`src/rtl/dfa_pkg.sv`:
```
package dfa_pkg;

    // bus geometry
    localparam int             DFA_ADDR_W      = 12;
    localparam int             DFA_DATA_W      = 32;

    // register byte addresses
    localparam logic [11:0]    DFA_CTRL_ADDR   = 12'h000;
    localparam logic [11:0]    DFA_STAT_ADDR   = 12'h004;
    // option byte keeps its printed offset as an index, one word per index
    localparam logic [11:0]    DFA_OPT_INDEX   = 12'h0C2;
    localparam logic [11:0]    DFA_OPT_ADDR    = {DFA_OPT_INDEX[9:0], 2'b00};

    // data_flash_control fields
    localparam int             DFA_EN_BIT      = 0;
    localparam logic           DFA_EN_RESET    = 1'b0;

    // status fields
    localparam int             DFA_ST_READY    = 0;
    localparam int             DFA_ST_SETUP    = 1;
    localparam int             DFA_ST_STOPPED  = 2;
    localparam int             DFA_ST_MODE_LO  = 4;
    localparam int             DFA_ST_MODE_HI  = 5;

    // flash_clock_config_byte fields
    localparam int             DFA_MODE_HI_BIT = 7;
    localparam int             DFA_MODE_LO_BIT = 6;
    localparam logic [7:0]     DFA_OPT_RESET   = 8'h00;

    // flash operation mode codes {flash_op_mode_hi, flash_op_mode_lo}
    localparam logic [1:0]     DFA_MODE_LV     = 2'h0;
    localparam logic [1:0]     DFA_MODE_LS     = 2'h2;
    localparam logic [1:0]     DFA_MODE_HS     = 2'h3;

    // timing
    localparam int             DFA_CLK_MHZ     = 10;
    localparam int             DFA_SETUP_HS_NS = 5000;
    localparam int             DFA_SETUP_LS_NS = 720;
    localparam int             DFA_SETUP_LV_NS = 10000;
    localparam int             DFA_CNT_W       = 8;
    // least times, so rounded up to whole cycles
    localparam logic [7:0]     DFA_SETUP_HS_CYC =
        8'((DFA_SETUP_HS_NS * DFA_CLK_MHZ + 999) / 1000);
    localparam logic [7:0]     DFA_SETUP_LS_CYC =
        8'((DFA_SETUP_LS_NS * DFA_CLK_MHZ + 999) / 1000);
    localparam logic [7:0]     DFA_SETUP_LV_CYC =
        8'((DFA_SETUP_LV_NS * DFA_CLK_MHZ + 999) / 1000);

    // axi responses
    localparam logic [1:0]     DFA_RESP_OKAY   = 2'h0;
    localparam logic [1:0]     DFA_RESP_SLVERR = 2'h2;

    typedef enum logic [2:0] {
        DFA_STOPPED = 3'h1,
        DFA_SETUP   = 3'h2,
        DFA_READY   = 3'h4
    } dfa_state_t;

endpackage : dfa_pkg

```
`src/rtl/dfa_setup_timer.sv`:
```
`timescale 1ns/1ps
module dfa_setup_timer
    import dfa_pkg::*;
#(
    parameter int CNT_W = DFA_CNT_W
)
(
    input  wire logic             aclk,
    input  wire logic             aresetn,
    input  wire logic             start,
    input  wire logic             abort,
    input  wire logic [CNT_W-1:0] load,
    output logic                  busy,
    output logic                  done
);

    // a one-bit counter cannot tell a loaded count from its last cycle
    if (CNT_W < 2)
    begin : g_cnt_w_check
        $error("dfa_setup_timer: CNT_W too small");
    end

    logic [CNT_W-1:0] count;
    wire              last = busy && (count == CNT_W'(1));

    always_ff @(posedge aclk)
    begin
        if (!aresetn)
        begin
            count <= '0;
            busy  <= 1'b0;
            done  <= 1'b0;
        end
        else if (abort)
        begin
            // abort wins so a later start always runs the full count
            count <= '0;
            busy  <= 1'b0;
            done  <= 1'b0;
        end
        else if (start)
        begin
            count <= load;
            busy  <= 1'b1;
            done  <= 1'b0;
        end
        else
        begin
            count <= busy ? count - CNT_W'(1) : count;
            busy  <= busy && !last;
            done  <= last;
        end
    end

endmodule : dfa_setup_timer

```
`src/rtl/dfa_top.sv`:
```
`timescale 1ns/1ps
// What this block does
// - after reset data flash stays stopped
// - setup wait per mode: 5us, 720ns, 10us
// - no read or program during setup
// - after setup, CPU reads are allowed
module dfa_top
    import dfa_pkg::*;
(
    input  wire logic                  aclk,
    input  wire logic                  aresetn,
    // axi4-lite slave
    input  wire logic [DFA_ADDR_W-1:0] s_axi_awaddr,
    input  wire logic [2:0]            s_axi_awprot,
    input  wire logic                  s_axi_awvalid,
    output logic                       s_axi_awready,
    input  wire logic [DFA_DATA_W-1:0] s_axi_wdata,
    input  wire logic [3:0]            s_axi_wstrb,
    input  wire logic                  s_axi_wvalid,
    output logic                       s_axi_wready,
    output logic [1:0]                 s_axi_bresp,
    output logic                       s_axi_bvalid,
    input  wire logic                  s_axi_bready,
    input  wire logic [DFA_ADDR_W-1:0] s_axi_araddr,
    input  wire logic [2:0]            s_axi_arprot,
    input  wire logic                  s_axi_arvalid,
    output logic                       s_axi_arready,
    output logic [DFA_DATA_W-1:0]      s_axi_rdata,
    output logic [1:0]                 s_axi_rresp,
    output logic                       s_axi_rvalid,
    input  wire logic                  s_axi_rready,
    // option byte as loaded from the flash, not on aclk
    input  wire logic [7:0]            option_byte_in,
    // cpu side, same clock
    input  wire logic                  flash_read_req,
    input  wire logic                  flash_program_req,
    input  wire logic                  stop_req,
    output logic                       flash_read_grant,
    output logic                       flash_program_grant,
    output logic                       stop_permit,
    output logic                       flash_powered,
    output logic                       flash_ready
);

    // option byte synchroniser
    logic [7:0] opt_meta;
    logic [7:0] opt_sync;

    always_ff @(posedge aclk)
    begin
        if (!aresetn)
        begin
            opt_meta <= DFA_OPT_RESET;
            opt_sync <= DFA_OPT_RESET;
        end
        else
        begin
            opt_meta <= option_byte_in;
            opt_sync <= opt_meta;
        end
    end

    wire [1:0] op_mode = {opt_sync[DFA_MODE_HI_BIT],
                          opt_sync[DFA_MODE_LO_BIT]};
    // a prohibited code gets the longest wait, safest guess
    wire [DFA_CNT_W-1:0] setup_load =
        (op_mode == DFA_MODE_HS) ? DFA_SETUP_HS_CYC :
        (op_mode == DFA_MODE_LS) ? DFA_SETUP_LS_CYC :
                                   DFA_SETUP_LV_CYC;

    // axi write path
    logic                  aw_full;
    logic                  w_full;
    logic [DFA_ADDR_W-1:0] aw_addr;
    logic [DFA_DATA_W-1:0] w_data;
    logic [3:0]            w_strb;

    wire aw_take   = s_axi_awvalid && s_axi_awready;
    wire w_take    = s_axi_wvalid && s_axi_wready;
    wire wr_fire   = aw_full && w_full && !s_axi_bvalid;
    wire wr_ctrl   = aw_addr == DFA_CTRL_ADDR;
    wire wr_known  = wr_ctrl || aw_addr == DFA_STAT_ADDR
                     || aw_addr == DFA_OPT_ADDR;
    wire ctrl_wr   = wr_fire && wr_ctrl && w_strb[0];
    wire ctrl_bit  = w_data[DFA_EN_BIT];

    always_ff @(posedge aclk)
    begin
        if (!aresetn)
        begin
            s_axi_awready <= 1'b1;
            s_axi_wready  <= 1'b1;
            s_axi_bvalid  <= 1'b0;
            s_axi_bresp   <= DFA_RESP_OKAY;
            aw_full       <= 1'b0;
            w_full        <= 1'b0;
            aw_addr       <= '0;
            w_data        <= '0;
            w_strb        <= '0;
        end
        else
        begin
            if (aw_take)
            begin
                aw_addr       <= s_axi_awaddr;
                aw_full       <= 1'b1;
                s_axi_awready <= 1'b0;
            end
            if (w_take)
            begin
                w_data       <= s_axi_wdata;
                w_strb       <= s_axi_wstrb;
                w_full       <= 1'b1;
                s_axi_wready <= 1'b0;
            end
            if (wr_fire)
            begin
                aw_full      <= 1'b0;
                w_full       <= 1'b0;
                s_axi_bvalid <= 1'b1;
                s_axi_bresp  <= wr_known ? DFA_RESP_OKAY : DFA_RESP_SLVERR;
            end
            else if (s_axi_bvalid && s_axi_bready)
            begin
                s_axi_bvalid  <= 1'b0;
                s_axi_awready <= 1'b1;
                s_axi_wready  <= 1'b1;
            end
        end
    end

    // enable bit and setup sequencing
    logic       data_flash_enable;
    dfa_state_t state;
    dfa_state_t next_state;
    logic       timer_busy;
    logic       timer_done;

    wire en_rise  = ctrl_wr && ctrl_bit && !data_flash_enable;
    wire en_clear = ctrl_wr && !ctrl_bit;

    always_ff @(posedge aclk)
    begin
        if (!aresetn)
            data_flash_enable <= DFA_EN_RESET;
        else if (ctrl_wr)
            data_flash_enable <= ctrl_bit;
    end

    dfa_setup_timer #(
        .CNT_W (DFA_CNT_W)
    ) u_setup_timer (
        .aclk    (aclk),
        .aresetn (aresetn),
        .start   (en_rise),
        .abort   (en_clear),
        .load    (setup_load),
        .busy    (timer_busy),
        .done    (timer_done)
    );

    always_comb
    begin
        next_state = state;
        case (state)
            DFA_STOPPED:
                if (en_rise)
                    next_state = DFA_SETUP;
            DFA_SETUP:
                if (en_clear)
                    next_state = DFA_STOPPED;
                else if (timer_done && !timer_busy)
                    next_state = DFA_READY;
            DFA_READY:
                if (en_clear)
                    next_state = DFA_STOPPED;
            default:
                next_state = DFA_STOPPED;
        endcase
    end

    always_ff @(posedge aclk)
    begin
        if (!aresetn)
            state <= DFA_STOPPED;
        else
            state <= next_state;
    end

    // cpu-side gating, registered so outputs come from flops
    wire is_ready = state == DFA_READY;
    wire is_setup = state == DFA_SETUP;

    always_ff @(posedge aclk)
    begin
        if (!aresetn)
        begin
            flash_read_grant    <= 1'b0;
            flash_program_grant <= 1'b0;
            stop_permit         <= 1'b1;
            flash_powered       <= 1'b0;
            flash_ready         <= 1'b0;
        end
        else
        begin
            flash_read_grant    <= flash_read_req && is_ready;
            // program path is used by the rewrite library only
            flash_program_grant <= flash_program_req && is_ready;
            stop_permit         <= !is_setup;
            flash_powered       <= state != DFA_STOPPED;
            flash_ready         <= is_ready;
        end
    end

    // axi read path
    wire [DFA_DATA_W-1:0] stat_word = {
        {(DFA_DATA_W - DFA_ST_MODE_HI - 1){1'b0}},
        op_mode,
        1'b0,
        state == DFA_STOPPED,
        is_setup,
        is_ready
    };
    wire [DFA_DATA_W-1:0] ctrl_word = {
        {(DFA_DATA_W - 1){1'b0}},
        data_flash_enable
    };
    wire [DFA_DATA_W-1:0] opt_word = {{(DFA_DATA_W - 8){1'b0}}, opt_sync};

    wire rd_ctrl  = s_axi_araddr == DFA_CTRL_ADDR;
    wire rd_stat  = s_axi_araddr == DFA_STAT_ADDR;
    wire rd_opt   = s_axi_araddr == DFA_OPT_ADDR;
    wire rd_known = rd_ctrl || rd_stat || rd_opt;
    wire [DFA_DATA_W-1:0] rd_word =
        rd_ctrl ? ctrl_word :
        rd_stat ? stat_word :
        rd_opt  ? opt_word  : '0;

    always_ff @(posedge aclk)
    begin
        if (!aresetn)
        begin
            s_axi_arready <= 1'b1;
            s_axi_rvalid  <= 1'b0;
            s_axi_rdata   <= '0;
            s_axi_rresp   <= DFA_RESP_OKAY;
        end
        else if (s_axi_arvalid && s_axi_arready)
        begin
            s_axi_arready <= 1'b0;
            s_axi_rvalid  <= 1'b1;
            s_axi_rdata   <= rd_word;
            s_axi_rresp   <= rd_known ? DFA_RESP_OKAY : DFA_RESP_SLVERR;
        end
        else if (s_axi_rvalid && s_axi_rready)
        begin
            s_axi_rvalid  <= 1'b0;
            s_axi_arready <= 1'b1;
        end
    end

endmodule : dfa_top

```
`config.mk`:
```
export PLATFORM = sky130hd
export DESIGN_NAME = dfa_top
export DESIGN_NICKNAME = d
export VERILOG_FILES = /design/src/rtl/dfa_pkg.sv /design/src/rtl/dfa_setup_timer.sv /design/src/rtl/dfa_top.sv
export SDC_FILE = /design/constraint.sdc
export NUM_CORES = 1
export LEC_CHECK = 0
export BUFFER_PORTS_ARGS = -buffer_cell sky130_fd_sc_hd__buf_2
export CAP_MARGIN = 15
export CORE_UTILIZATION = 50
export CTS_CLUSTER_DIAMETER = 100
export DETAILED_ROUTE_END_ITERATION = 8
export PLACE_DENSITY = 0.85
export SYNTH_ARGS = -nofsm -noshare
export SYNTH_HDL_FRONTEND = slang
export SYNTH_SLANG_ARGS = --single-unit
export TNS_END_PERCENT = 10
```
`constraint.sdc`:
```
create_clock -name aclk -period 4.58 [get_ports aclk]
set_input_delay 0.458 -clock aclk [delete_from_list [all_inputs] [get_ports aclk]]
set_output_delay 0.458 -clock aclk [all_outputs]
set_load 0.02 [all_outputs]
```
==> out/metrics.cfg <==
[synthesis]
synth_ff_type = dfxtp_1
syn_avg_cell_area_um2 = 9.201
synth_edf_count = 0
synth_seq_cells = 66
synth_area_um2 = 2834
ys_warn_count = 0
synthCells = 308
async_reset_ff_frac = 0
synth_top_area_frac = 0.4662
seq_area_frac_synth = 0.4662
synth.area.top_cells = dfxtp_1 (47%), buf_4 (7.2%), nand2_1 (5.4%)
synth_cell_types = 53
yosysTopAreaCell = dfxtp_1

[timing]
worst_slack_ns = 2.622
clock-skew-final_ns = 0.006682
rsz0062_at_grt = false
hold_violations = 0
fmax_mhz = 510.7
fin_setup_tns_ns = 0
setup_violations = 0
final.period_utilization = 0.4276
worst_pin_slew_ns = 0.7569
max-slew-margin-rel = 0.4954
slew_violations = 0
period_minus_slack_ns = 1.958
whs_ns = 0.3216

[critical_path]
end_kind = flip-flop
crit_slowest_cell = or2_0
crit_path_start_kind = flip-flop
arrival_ns = 2.19
cpPeakStageDelay_ns = 0.49
worst-path-max-fanout = 14
cp.required_ns = 4.81
path_class = reg2reg
path_cells = nor4_2 > nand4_2 > or2_0 > o31a_1

[hold_path]
hold_class = in2reg

[routing]
vias = 2238
drtAntennaViolNets = 0
totalWireLength_um = 5332
first_pass_iters = 4
wl_per_cell_um = 12.01
drt_first_iter_violations = 114
viasPerCell = 5.041
drc = 0

[floorplan]
core_area_um2 = 5473
initial_core_util = 0.5178
die-area_um2 = 5973
dieWidth_um = 77.29
io_pins = 130
rows = 27
die_height_um = 77.29

[power]
power.ir.vdd_worst_uv = 258.7
p_leak_nw = 1.421
powerDensity_nw_per_um2 = 391.2

[final_layout]
drive_above_1_share = 0.2366
nets = 453
diodes = 0
syn_to_final_growth_pct = 17.44

[placement]
hpwl_um = 3770
place_ws_ns = 2.652
gp_congestion = 0.7901
port_buffers = 62

[clock_tree]
cts_buffer_depth = 2
cts_tree = yes
clkLatencyLatePin_ns = 0.33
ctsHoldBuffers = 0
clk_pin_slew_ns = 0.08
cts.root.buffer_cell = clkbuf_8
post_cts_buffers = 0
clock-sinks = 66
numCtsBuffers = 9
htreeDepth = 3
cts_resized = 0

[global_routing]
grt_pass1_wl_um = 8990
grt_pass1_vias = 1997
antenna_found_initial = 0
track_usage = 0.1907
grt-ovfl-total = 0
grt_max_degree = 57

[run_status]
status = completed

[job]
drv_cap = 0

## final cells by class
| cell class | instances | area [um2] |
|---|---|---|
| clock buffer | 9 | 123.9 |
| clock inverter | 7 | 123.9 |
| fill | 462 | 2145 |
| inverter | 9 | 33.78 |
| multi-input combinational | 218 | 1318 |
| sequential | 66 | 1321 |
| tap | 72 | 90.09 |
| timing repair buffer | 63 | 317.8 |
## power breakdown
group | leakage [nW] | internal (mW) | total, mW | switching [mW]
logic | 0.762 | 0.0364 | 0.0990 | 0.0626
clock network | 0.120 | 0.366 | 0.595 | 0.229
registers | 0.539 | 0.593 | 0.608 | 0.0143
## cell families after synthesis
family	after synthesis	synth area share
other cells	1	0.001323
fa+ha+maj	2	0.008829
flops	66	0.4662
xor+xnor	5	0.01546
compound gates	61	0.1620
simple gates	124	0.2442
buf+inv	49	0.1020
## worst max-delay path: cells and delay by family (launching register included)
kind               cells  cell delay (ns)
and+or+nand+nor        3             1.22
DFF                    1             0.33
AOI/OAI and AO/OA      1             0.30
## layout by cell type, fill, tap and decap left out, types with 9 or more instances in the layout
cell      synthesis  routed
clkbuf_8          0       9
nor2_1            9       9
inv_1             9       9
dfxtp_1          66      66
buf_2             3      62
nand2_1          41      41
nor3_1           10      10
o21ai_0          11      11
conb_1            1      26
and2_1           21      21
a21boi_0         20      20
## per-layer routing
layer	vias to the layer above	routed length (um)	track usage	share of wire
met2	62	2653	0.3186	0.50
met5	-	0	0	0
li1	1134	-	-	-
met4	0	119	0.09623	0.022
met1	1031	2357	0.2291	0.44
met3	11	202	0.04167	0.038
## metrics by stage
stage               power (mW)  cells  instance area [um2]    util
detailed placement      0.7194    428                 3080  0.5629
finish                   1.302    444                 3328  0.6081
floorplan               0.7015    333                 2928       -
global placement        0.7155    428                 3080  0.5629
global route             1.358    444                 3328  0.6081
CTS                      1.308    444                 3328  0.6081
## state kept, by name, indices dropped and copies added, names as in the netlist, 3 cells and up
name                 cells
opt_meta                 8
aw_addr                 12
state                    3
opt_sync                 8
u_setup_timer.count      8
s_axi_rdata              8
## Yosys cell counts, types with 4 or more instances
library cell,number
nand2_1,41
a22o_1,4
nor3_1,10
clkbuf_1,10
nand3_1,6
buf_4,27
inv_1,9
a21oi_1,5
nand2b_1,5
a21boi_0,20
nor2_1,9
a32o_1,4
nor4_1,6
o21ai_0,11
dfxtp_1,66
and2_1,21
## final timing paths
kind / from / endpoint / slack [ns] / cells after the start
max: aw_addr[4] / state[0] / 2.62 / 4
min: option_byte_in[3] / opt_meta[3] / 0.32 / 2
max reg2reg: aw_addr[4] / state[0] / 2.62 / 4
min reg2reg: opt_meta[4] / opt_sync[4] / 0.43 / 1
Power figures use the tool's default switching activity.
